File: config.mk
export PLATFORM = sky130hd
export DESIGN_NAME = fbad_accumulator
export DESIGN_NICKNAME = d
export VERILOG_FILES = /design/src/inc/fbad_pkg.sv /design/src/hw/fbad_sync.sv /design/src/hw/fbad_adder.sv /design/src/hw/fbad_accumulator.sv
export SDC_FILE = /design/constraint.sdc
export NUM_CORES = 1
export LEC_CHECK = 0
export BUFFER_PORTS_ARGS = -buffer_cell sky130_fd_sc_hd__buf_2
export CAP_MARGIN = 20
export CORE_MARGIN = 4
export CORE_UTILIZATION = 53
export CTS_CLUSTER_SIZE = 16
export DETAILED_ROUTE_END_ITERATION = 7
export PLACE_DENSITY = 0.82
export SLEW_MARGIN = 20
export SYNTH_ARGS = -nofsm -noshare
export SYNTH_HDL_FRONTEND = slang
export SYNTH_SLANG_ARGS = --single-unit
export TNS_END_PERCENT = 30
File: constraint.sdc
create_clock -name clock -period 4 [get_ports clock]
set_input_delay 0.2 -clock clock [delete_from_list [all_inputs] [get_ports clock]]
set_output_delay 0.2 -clock clock [all_outputs]
set_load 0.02 [all_outputs]
File: src/inc/fbad_pkg.sv
//////////////////////////////////////////////////////////////////////////////
// Purpose: shared constants and types of the four-bit accumulator divider
// Assumes: 32-bit register port, one register per aligned word
// Notes:   every offset, field position and reset value is named once here
//////////////////////////////////////////////////////////////////////////////
package fbad_pkg;

	// datapath
	localparam int FBAD_WIDTH      = 4;
	localparam int FBAD_ADDR_W     = 8;
	localparam int FBAD_DATA_W     = 32;
	localparam int FBAD_EVENT_W    = 16;
	localparam int FBAD_PIN_W      = 8;

	// register offsets (byte addresses)
	localparam logic [7:0] FBAD_CTRL_OFS   = 8'h00;
	localparam logic [7:0] FBAD_STATUS_OFS = 8'h04;
	localparam logic [7:0] FBAD_EVENT_OFS  = 8'h08;
	localparam logic [7:0] FBAD_CMD_OFS    = 8'h0C;

	// control fields
	localparam int FBAD_CTRL_STEP_LSB = 0;
	localparam int FBAD_CTRL_SUB_BIT  = 4;
	localparam int FBAD_CTRL_PHLO_BIT = 5;
	localparam int FBAD_CTRL_PHHI_BIT = 6;
	localparam int FBAD_CTRL_SEL_BIT  = 7;

	// status fields
	localparam int FBAD_STAT_VALUE_LSB = 0;
	localparam int FBAD_STAT_LEVEL_LSB = 4;
	localparam int FBAD_STAT_DIR_BIT   = 8;
	localparam int FBAD_STAT_SHIFT_BIT = 9;
	localparam int FBAD_STAT_OVF_BIT   = 10;

	// command fields
	localparam int FBAD_CMD_RESTART_BIT = 0;

	// reset values
	localparam logic [3:0] FBAD_STEP_RST = 4'h1;
	localparam logic [3:0] FBAD_ACC_RST  = 4'h0;

	// numeric phase offsets of the second level output
	localparam logic [3:0] FBAD_PH_NONE = 4'h0;
	localparam logic [3:0] FBAD_PH_LO   = 4'h2;
	localparam logic [3:0] FBAD_PH_HI   = 4'h4;
	localparam logic [3:0] FBAD_PH_BOTH = 4'h8;

	// counting direction, toggled by the count-down input
	typedef enum logic [0:0] {
		FBAD_UP   = 1'h0,
		FBAD_DOWN = 1'h1
	} fbad_dir_type;

endpackage

File: src/hw/fbad_sync.sv
//////////////////////////////////////////////////////////////////////////////
// Purpose: two-flop synchroniser for a group of pin inputs
// Assumes: pins change without regard to the clock
// Notes:   the first stage feeds only the second stage
//////////////////////////////////////////////////////////////////////////////
`timescale 1ns/1ps
module fbad_sync import fbad_pkg::*; #(
	parameter int WIDTH = 1
) (
	input  wire logic             clock,
	input  wire logic             srst,
	input  wire logic             clock_en,
	input  wire logic [WIDTH-1:0] adder_output_select_in,
	output logic      [WIDTH-1:0] sync_out
);

	typedef struct packed {
		logic [WIDTH-1:0] meta;
		logic [WIDTH-1:0] stable;
	} fbad_sync_state_type;

	fbad_sync_state_type state_q;
	fbad_sync_state_type state_d;

	if (WIDTH < 1) begin : g_check
		$error("fbad_sync: WIDTH must be at least one");
	end

	always_comb begin
		state_d = state_q;
		if (clock_en) begin
			state_d.meta   = adder_output_select_in;
			state_d.stable = state_q.meta;
		end
		if (srst) begin
			state_d = '0;
		end
	end

	always_ff @(posedge clock) begin
		state_q <= state_d;
	end

	assign sync_out = state_q.stable;

endmodule

File: src/hw/fbad_adder.sv
//////////////////////////////////////////////////////////////////////////////
// Purpose: add or subtract the step word and chain carry, with wrap flag
// Assumes: purely combinational
// Notes:   in subtract mode the chain input acts as a borrow
//////////////////////////////////////////////////////////////////////////////
`timescale 1ns/1ps
module fbad_adder import fbad_pkg::*; #(
	parameter int WIDTH = FBAD_WIDTH
) (
	input  wire logic [WIDTH-1:0] acc,
	input  wire logic [WIDTH-1:0] step,
	input  wire logic             subtract,
	input  wire logic             carry_in,
	output logic      [WIDTH-1:0] sum,
	output logic                  wrap
);

	logic [WIDTH:0] wide;

	if (WIDTH < 1) begin : g_check
		$error("fbad_adder: WIDTH must be at least one");
	end

	always_comb begin
		if (subtract) begin
			wide = {1'b0, acc} - {1'b0, step} - {{WIDTH{1'b0}}, carry_in};
		end else begin
			wide = {1'b0, acc} + {1'b0, step} + {{WIDTH{1'b0}}, carry_in};
		end
		sum  = wide[WIDTH-1:0];
		wrap = wide[WIDTH];
	end

endmodule

File: src/hw/fbad_accumulator.sv
//////////////////////////////////////////////////////////////////////////////
// Purpose: four-bit clocked accumulator used as counter and clock divider
// Assumes: one accumulation step per enabled rising clock edge; pins
//          are synchronised, the chain input comes from the same clock
// Notes:   switch settings live in the control register
//////////////////////////////////////////////////////////////////////////////
//
// Implementation choices: strobed register access and the placing of the registers.
`timescale 1ns/1ps

//////////////////////////////////////////////////////////////////////////////
module fbad_accumulator import fbad_pkg::*; #(
	parameter int EVENT_W = FBAD_EVENT_W
) (
	input  wire logic                   clock,
	input  wire logic                   srst,
	input  wire logic                   clock_en,
	input  wire logic [FBAD_ADDR_W-1:0] reg_addr,
	input  wire logic [FBAD_DATA_W-1:0] reg_wdata,
	input  wire logic                   reg_write,
	input  wire logic                   reg_read,
	output logic      [FBAD_DATA_W-1:0] reg_rdata,
	input  wire logic [FBAD_WIDTH-1:0]  gate_in,
	input  wire logic                   shift_in,
	input  wire logic                   shift_data_in,
	input  wire logic                   sub_in,
	input  wire logic                   restart_in,
	input  wire logic                   chain_carry_in,
	output logic      [FBAD_WIDTH-1:0]  bit_out,
	output logic                        top_bit_out,
	output logic                        overflow_out,
	output logic      [FBAD_WIDTH-1:0]  level1_out,
	output logic      [FBAD_WIDTH-1:0]  level2_out
);

	//////////////////////////////////////////////////////////////////////
	// elaboration checks

	if (EVENT_W < 1 || EVENT_W > FBAD_DATA_W) begin : g_check
		$error("fbad_accumulator: EVENT_W must lie in 1..32");
	end

	//////////////////////////////////////////////////////////////////////
	// state

	typedef struct packed {
		logic [FBAD_WIDTH-1:0]  step_sw;
		logic                   sub_sw;
		logic                   phase_lo;
		logic                   phase_hi;
		logic                   adder_output_select;
		logic [FBAD_WIDTH-1:0]  acc;
		fbad_dir_type           dir;
		logic                   sub_seen;
		logic                   overflow;
		logic [EVENT_W-1:0]     events;
		logic [FBAD_DATA_W-1:0] rdata;
	} fbad_state_type;

	localparam fbad_state_type FBAD_STATE_RST = '{
		step_sw:             FBAD_STEP_RST,
		sub_sw:              1'b0,
		phase_lo:            1'b0,
		phase_hi:            1'b0,
		adder_output_select: 1'b0,
		acc:                 FBAD_ACC_RST,
		dir:                 FBAD_UP,
		sub_seen:            1'b0,
		overflow:            1'b0,
		events:              '0,
		rdata:               '0
	};

	fbad_state_type state_q;
	fbad_state_type state_d;

	//////////////////////////////////////////////////////////////////////
	// pin synchronisers

	logic [FBAD_PIN_W-1:0] pins_sync;
	logic [FBAD_WIDTH-1:0] gate_sync;
	logic                  shift_sync;
	logic                  data_sync;
	logic                  sub_sync;
	logic                  restart_sync;

	fbad_sync #(
		.WIDTH    (FBAD_PIN_W)
	) u_sync (
		.clock    (clock),
		.srst     (srst),
		.clock_en (clock_en),
		.adder_output_select_in ({restart_in, sub_in, shift_data_in, shift_in, gate_in}),
		.sync_out (pins_sync)
	);

	assign gate_sync    = pins_sync[FBAD_WIDTH-1:0];
	assign shift_sync   = pins_sync[FBAD_WIDTH];
	assign data_sync    = pins_sync[FBAD_WIDTH+1];
	assign sub_sync     = pins_sync[FBAD_WIDTH+2];
	assign restart_sync = pins_sync[FBAD_WIDTH+3];

	//////////////////////////////////////////////////////////////////////
	// adder

	logic [FBAD_WIDTH-1:0] step_word;
	logic                  count_down;
	logic [FBAD_WIDTH-1:0] sum;
	logic                  wrap;

	// a gate pin raises its bit even while the switch is down
	assign step_word  = state_q.step_sw | gate_sync;

	// the switch inverts the direction the pin has toggled to
	assign count_down = (state_q.dir == FBAD_DOWN) ^ state_q.sub_sw;

	// the chain carry enters as the lowest carry, so a stage with a zero
	// step advances once per wrap of the stage below it
	fbad_adder #(
		.WIDTH    (FBAD_WIDTH)
	) u_adder (
		.acc      (state_q.acc),
		.step     (step_word),
		.subtract (count_down),
		.carry_in (chain_carry_in),
		.sum      (sum),
		.wrap     (wrap)
	);

	//////////////////////////////////////////////////////////////////////
	// next state

	logic [FBAD_WIDTH-1:0] rotated;
	logic                  soft_restart;
	logic                  sub_rise;

	// rotate low to high; the bit wrapping round is mixed with the pin
	assign rotated  = {state_q.acc[FBAD_WIDTH-2:0],
		state_q.acc[FBAD_WIDTH-1] ^ data_sync};

	assign sub_rise = sub_sync & ~state_q.sub_seen;

	assign soft_restart = reg_write && (reg_addr == FBAD_CMD_OFS)
		&& reg_wdata[FBAD_CMD_RESTART_BIT];

	always_comb begin
		state_d = state_q;
		if (clock_en) begin
			// read data stands for one cycle only
			state_d.rdata = '0;

			if (reg_write && reg_addr == FBAD_CTRL_OFS) begin
				state_d.step_sw  = reg_wdata[FBAD_CTRL_STEP_LSB +:
					FBAD_WIDTH];
				state_d.sub_sw   = reg_wdata[FBAD_CTRL_SUB_BIT];
				state_d.phase_lo = reg_wdata[FBAD_CTRL_PHLO_BIT];
				state_d.phase_hi = reg_wdata[FBAD_CTRL_PHHI_BIT];
				state_d.adder_output_select =
					reg_wdata[FBAD_CTRL_SEL_BIT];
			end

			if (reg_read) begin
				unique case (reg_addr)
					FBAD_CTRL_OFS: begin
						state_d.rdata[FBAD_CTRL_STEP_LSB +: FBAD_WIDTH] =
							state_q.step_sw;
						state_d.rdata[FBAD_CTRL_SUB_BIT]  = state_q.sub_sw;
						state_d.rdata[FBAD_CTRL_PHLO_BIT] =
							state_q.phase_lo;
						state_d.rdata[FBAD_CTRL_PHHI_BIT] =
							state_q.phase_hi;
						state_d.rdata[FBAD_CTRL_SEL_BIT]  =
							state_q.adder_output_select;
					end
					FBAD_STATUS_OFS: begin
						state_d.rdata[FBAD_STAT_VALUE_LSB +: FBAD_WIDTH] =
							state_q.acc;
						state_d.rdata[FBAD_STAT_LEVEL_LSB +: FBAD_WIDTH] =
							level2_out;
						state_d.rdata[FBAD_STAT_DIR_BIT]   = count_down;
						state_d.rdata[FBAD_STAT_SHIFT_BIT] = shift_sync;
						state_d.rdata[FBAD_STAT_OVF_BIT]   =
							state_q.overflow;
					end
					FBAD_EVENT_OFS: begin
						state_d.rdata[EVENT_W-1:0] = state_q.events;
					end
					default: begin
						state_d.rdata = '0;
					end
				endcase
			end

			// a rising edge on the count-down pin flips direction, so a
			// wrap pulse fed back turns the ramp into a triangle
			state_d.sub_seen = sub_sync;
			if (sub_rise) begin
				unique case (state_q.dir)
					FBAD_UP:   state_d.dir = FBAD_DOWN;
					FBAD_DOWN: state_d.dir = FBAD_UP;
				endcase
			end

			if (restart_sync || soft_restart) begin
				// restart ignores the step word entirely
				state_d.acc      = FBAD_ACC_RST;
				state_d.overflow = 1'b0;
			end else if (shift_sync) begin
				state_d.acc      = rotated;
				state_d.overflow = 1'b0;
			end else begin
				// only the low bits are kept; the fifth becomes the pulse
				state_d.acc      = sum;
				state_d.overflow = wrap;
				if (wrap) begin
					state_d.events = state_q.events + 1'b1;
				end
			end
		end
		if (srst) begin
			state_d = FBAD_STATE_RST;
		end
	end

	always_ff @(posedge clock) begin
		state_q <= state_d;
	end

	//////////////////////////////////////////////////////////////////////
	// outputs

	logic [FBAD_WIDTH-1:0] value_sel;
	logic [FBAD_WIDTH-1:0] phase_ofs;

	// the unregistered path follows the synchronised pins and the chain carry at once; useful for odd
	// patterns, but it carries adder glitches to the outputs
	assign value_sel = state_q.adder_output_select ? sum : state_q.acc;

	always_comb begin
		unique case ({state_q.phase_hi, state_q.phase_lo})
			2'h0: phase_ofs = FBAD_PH_NONE;
			2'h1: phase_ofs = FBAD_PH_LO;
			2'h2: phase_ofs = FBAD_PH_HI;
			2'h3: phase_ofs = FBAD_PH_BOTH;
		endcase
	end

	// each bit output toggles at half the rate of the bit below it when
	// counting by one, so the outputs form a divider chain
	assign bit_out      = value_sel;
	assign top_bit_out  = value_sel[FBAD_WIDTH-1];
	assign level1_out   = value_sel;
	assign level2_out   = value_sel + phase_ofs;
	// the registered pulse is one clock wide when counting by one and feeds a chained stage
	assign overflow_out = state_q.adder_output_select ? wrap
		: state_q.overflow;
	assign reg_rdata    = state_q.rdata;

endmodule

==> flow_summary.ini, run 1 <==
[synth]
synth_top_area_share = 0.328
syn_avg_cell_area_um2 = 9.01
synth.area.mux_share = 0.144
synthMostInstantiatedCell = nor2_1
synth_compound_area_frac = 0.0950
synthFlopType = dfxtp_1
synth.area.top_cells = dfxtp_1 33%, mux2i_1 9.1%, buf_4 7.4%
synth_common_cells = 65 x nor2_1, 63 x dfxtp_1, 38 x buf_4
ys_seq_area_frac = 0.328
synthAdderAreaFrac = 0.0618
synth_seq_cells = 63
ys_warn_count = 0
synth-async-reset-ratio = 0
yosysTopAreaCell = dfxtp_1
synth_xor_area_frac = 0.0202
synth_edf_count = 0
synth-simple-area-share = 0.232
postSynthCellCount = 427
yosysUniqueCellTypes = 56
netlist_area_um2 = 3850
synth_top_family_by_area = simple AND/OR/NAND/NOR gates

[drt]
wl_per_cell_um = 15.4
routed_via_density = 5.61
drt_wl_total_mm = 8.58
ant_nets = 0
vias = 3128
route.detailed.drc = 0
drt_pass1_iterations = 6
drtIter0Drc = 267

[min_path]
worstHoldStart = reg_wdata[7]
min_path_cells = 3
worstHoldEndpoint = state_q[55]
hold_path.class = in -> reg

[place]
gp_congestion = 0.882
portBuffers = 59
dp_hpwl_mm = 6.24

[floorplanning]
die_area_um2 = 8680
die_h_um = 93.2
initial_core_util = 0.557
die_w_um = 93.2
pin_count = 100
rows = 30
core_area_um2 = 6910

[timing]
fmax_ghz = 0.262
drv_slew = 0
tightest_slew_ps = 761
slew_headroom = 0.493
rsz0062_at_grt = false
hold_viol_final = 0
final.min_clock_period_ps = 3820
fin_crit_sh = 0.955
clock_skew_ps = 8.90
fin_tns_setup_ps = 0
setup_violations = 0

[setup_path]
endpoint_kind = output pin
crit_type = reg -> out
crit_fanout = 4
r2r_start = state_q[59]
r2r-end = reg_rdata[7]
arrival_ps = 3620
reg2reg_setup_slack_ps = 670
cp_data_required_time_ps = 3800
r2r_cells = 13
crit_path_start_kind = flop

[global_route]
grt_antenna_before_repair = 0
gr-total-overflow = 0
grt_max_degree = 64
grt_pass1_wl_mm = 13.8
grtUsageTotal = 0.203
first_global_vias = 2832

[clock_tree]
root_buffer = clkbuf_8
clk_path_buf_depth = 2
cts_hold_buffers = 0
cts_sinks = 63
insertion_delay_ps = 350
cts_tree = done
cts-htree-levels = 3
cts_made_buffers = 9
clk_pin_slew_ps = 70

[cells_and_area]
final_layout_size_suffix_gt1_frac = 0.242
areaGrowthSynthToFinish_pct = 8.52
diodes = 0
num-nets-final = 527

[run]
drv_cap = 0

[run_status]
outcome = finished clean

[pwr]
p_leak_uw = 0.00185
peakVddDrop_v = 0.000219
p_total_uw = 1420
power.density_nw_per_um2 = 341
[per-layer routing]
layer | track usage | vias up | share of wire
li1 | - | 1506 | -
met1 | 0.279 | 1465 | 0.45
met2 | 0.307 | 148 | 0.45
met3 | 0.0668 | 9 | 0.093
met4 | 0.0513 | 0 | 0.010
met5 | 0 | - | 0
[critical path: stages, from the launching register on]
cell and delay (ps):
dfxtp_1 350, or2_2 330, fa_1 410, fa_1 430, nand2_1 60, o21ai_0 160
a21oi_2 260, ha_1 170, inv_1 40, fa_1 390, xor2_2 250, xor2_1 210
buf_2 200
[placed cells by master (no fill, tap or decap), types with 6 or more instances in the layout]
master | synthesis | layout
inv_1 | 20 | 20
nor3_1 | 12 | 12
ha_1 | 11 | 11
nor2_1 | 65 | 65
conb_1 | 1 | 16
mux2_2 | 15 | 15
o22ai_1 | 6 | 6
buf_2 | 2 | 58
mux2i_1 | 35 | 35
nor2b_1 | 21 | 21
nand4_1 | 12 | 12
dfxtp_1 | 63 | 63
nand2b_1 | 6 | 6
clkbuf_8 | 0 | 10
nand2_1 | 9 | 9
a22oi_1 | 11 | 11
[area by class of cell]
type,instances,area [um2]
clock buffers,11,141
clock inverters,5,56.3
fillers,623,2730
inverters,21,78.8
multi-input cells,300,2200
flip-flops and latches,63,1260
well taps,96,120
repair buffers,62,320
[metrics by stage]
stage                     hold slack (ps)  cells   util  area (um2)  setup WS, ps
after global routing                 75.1    558  0.604        4170          15.0
after floorplan                       344    442      -        3900           457
final                                85.7    558  0.604        4170           179
after global placement                431    542  0.574        3960           516
after CTS                            74.0    558  0.602        4160           101
after detailed placement              438    542  0.574        3960           507
[how the worst max path moves through the flow]
stage                            from       endpoint  slack (ps)  cells past startpoint
after floorplan           state_q[59]  level2_out[3]         460                     11
after global placement    state_q[59]  level2_out[3]         520                     12
after detailed placement  state_q[59]  level2_out[3]         510                     12
after CTS                 state_q[59]  level2_out[3]         100                     12
after global routing      state_q[59]  level2_out[3]          20                     12
final                     state_q[59]  level2_out[3]         180                     12
[sequential cells by signal, summed over array words and instances (netlist names)]
signal	flops
reg_rdata	16
rotated	3
state_q	28
u_sync.state_q	8
u_sync.sync_out	8
[power by group]
part / total (uW) / internal [uW] / switching, uW
clock network: 559 / 305 / 254
registers: 652 / 639 / 12.6
logic: 210 / 76.7 / 134
total: 1420 / 1020 / 401
[cell families (layout without fill, tap and decap cells)]
group | count (synthesis) | count (layout)
simple gates | 159 | 159
buf+inv | 79 | 99
flops | 63 | 63
mux | 53 | 53
compound gates | 48 | 48
fa+ha+maj | 16 | 16
xor+xnor | 8 | 8
other cells | 1 | 16
[timing repair]
item | 4_1_cts | 5_1_grt
setup endpoints to repair | 0 | 1
gates resized for setup | 0 | 2
buffers inserted | 0 | 0
Power figures use the tool's default switching activity.
==> inputs of run 2 (changes only) <==
--- a/config.mk
+++ b/config.mk
@@ -8,10 +8,12 @@
 export BUFFER_PORTS_ARGS = -buffer_cell sky130_fd_sc_hd__buf_2
 export CAP_MARGIN = 20
 export CORE_MARGIN = 4
-export CORE_UTILIZATION = 53
+export CORE_UTILIZATION = 58
 export CTS_CLUSTER_SIZE = 16
 export DETAILED_ROUTE_END_ITERATION = 7
-export PLACE_DENSITY = 0.82
+export MAX_ROUTING_LAYER = met4
+export PLACE_DENSITY = 0.88
+export REMOVE_ABC_BUFFERS = 1
 export SLEW_MARGIN = 20
 export SYNTH_ARGS = -nofsm -noshare
 export SYNTH_HDL_FRONTEND = slang
==> constraint.sdc (replaced) <==
create_clock -name clock -period 4.4 [get_ports clock]
set_input_delay 0.22 -clock clock [delete_from_list [all_inputs] [get_ports clock]]
set_output_delay 0.22 -clock clock [all_outputs]
set_load 0.02 [all_outputs]
==> run 2 against run 1 <==
Against the previous run: routed wire length increased by 1.5%; clock skew increased by 1.9 ps; first-iteration DRC count increased by 13%; non-clock buffer count unchanged; power decreased by 14%.
==> flow_summary.ini, run 2 (synthesis results as in run 1) <==
[setup_path]
arrival_ps = 3810
crit_path_start_kind = flop
endpoint_kind = output pin
crit_type = reg -> out
cp_data_required_time_ps = 4180
crit_fanout = 4
r2r_cells = 13

[floorplanning]
initial_core_util = 0.602
core_area_um2 = 6390
rows = 29
die_w_um = 89.4
die_area_um2 = 8000
pin_count = 100
die_h_um = 89.4

[cells_and_area]
top_register = state_q
largest_reg_flops = 28
num-nets-final = 527
layout_commonest_cell = nor2_1
diodes = 0
nFillCells = 555
layoutNonFillerInstCount = 538
areaGrowthSynthToFinish_pct = 6.64
seq_area_um2 = 1260
final_cell_mix = 65 x nor2_1, 63 x dfxtp_1, 59 x buf_2, 35 x mux2i_1, 21 x nor2b_1
final_layout_size_suffix_gt1_frac = 0.239
multiInputGateArea_um2 = 2180

[pwr]
sequentialPowerShare = 0.487
p_clk_frac = 0.355
p_sw_uw = 354
p_leak_uw = 0.00183
intPower_uw = 862
peakVddDrop_v = 0.000216
sw_frac_of_total = 0.291
p_comb_frac = 0.157
power.density_nw_per_um2 = 297

[drt]
wl_per_cell_um = 16.2
drt_pass1_iterations = 5
ant_nets = 0
routed_via_density = 5.87
route.detailed.drc = 0
drtIter0Drc = 302
drt_wl_total_mm = 8.70
vias = 3159

[clock_tree]
insertion_delay_ps = 350
cts_sinks = 63
cts_made_buffers = 9
cts-resized-gates = 0
cts_hold_buffers = 0
cts_tree = done
clk_pin_slew_ps = 70
post_cts.repair.setup_buffers = 0
cts-htree-levels = 3
clk_path_buf_depth = 2
root_buffer = clkbuf_8

[timing]
fin_tns_setup_ps = 0
final.min_clock_period_ps = 4030
slew_headroom = 0.321
fmax_ghz = 0.248
hold_viol_final = 0
drv_slew = 0
setup_violations = 0
clock_skew_ps = 10.8
rsz0062_at_grt = false
fin_crit_sh = 0.917
tightest_slew_ps = 1020

[min_path]
hold_path.class = in -> reg
min_path_cells = 3

[global_route]
grtUsageTotal = 0.236
gr-total-overflow = 0
grt_antenna_before_repair = 0
grt_pass1_wl_mm = 14.0
grt_max_degree = 62
first_global_vias = 2915

[place]
portBuffers = 59
placedCellCount = 523
dp_hpwl_mm = 6.33
gp_congestion = 0.867

[run]
drv_cap = 0

[run_status]
outcome = finished clean
-- run 2: metal layers --
layer | global-route usage | part of all wire
met2 | 0.364 | 0.46
met5 | - | 0
met3 | 0.0571 | 0.076
met4 | 0.0961 | 0.023
met1 | 0.298 | 0.44
-- run 2: power groups by stage --
stage          registers [uW]  clock network [uW]  logic (uW)
3_5_place_dp              606                   0         190
3_3_place_gp              605                   0         183
2_1_floorplan             602                   0         122
6_report                  593                 432         192
5_1_grt                   594                 468         211
4_1_cts                   593                 443         190
-- run 2: area by class of cell --
class / count / share of cell area
inverter: 21 / 0.0192
tap: 77 / 0.0235
multi-input combinational: 300 / 0.533
sequential: 63 / 0.308
clock buffer: 10 / 0.0336
timing repair buffer: 62 / 0.0775
clock inverter: 5 / 0.00610
-- run 2: stage by stage --
stage / hold slack [ps] / instance area, um2 / power (uW) / util / setup WS (ps)
after global placement: 454 / 3940 / 787 / 0.617 / 905
after global routing: 107 / 4100 / 1270 / 0.642 / 136
after floorplan: 289 / 3520 / 724 / - / 559
after CTS: 96.5 / 4100 / 1230 / 0.642 / 363
after detailed placement: 464 / 3940 / 796 / 0.617 / 758
final: 108 / 4100 / 1220 / 0.642 / 365
-- run 2: final timing paths --
| kind | slack [ps] | startpoint | endpoint |
|---|---|---|---|
| setup / recovery | 370 | state_q[59] | level2_out[3] |
| hold / removal | 110 | shift_in | u_sync.state_q[12] |
| setup reg to reg | 820 | state_q[59] | reg_rdata[7] |
| hold reg to reg | 500 | u_sync.sync_out[0] | u_sync.sync_out[0] |
-- run 2: worst max-delay path, stage by stage (launching register included) --
cell and delay (ps):
dfxtp_1 360, or2_2 340, fa_1 420, fa_1 460
nand2_1 70, o21ai_0 130, a21oi_1 350, ha_1 210
inv_1 50, fa_1 370, xor2_1 370, xor2_1 170
buf_2 180
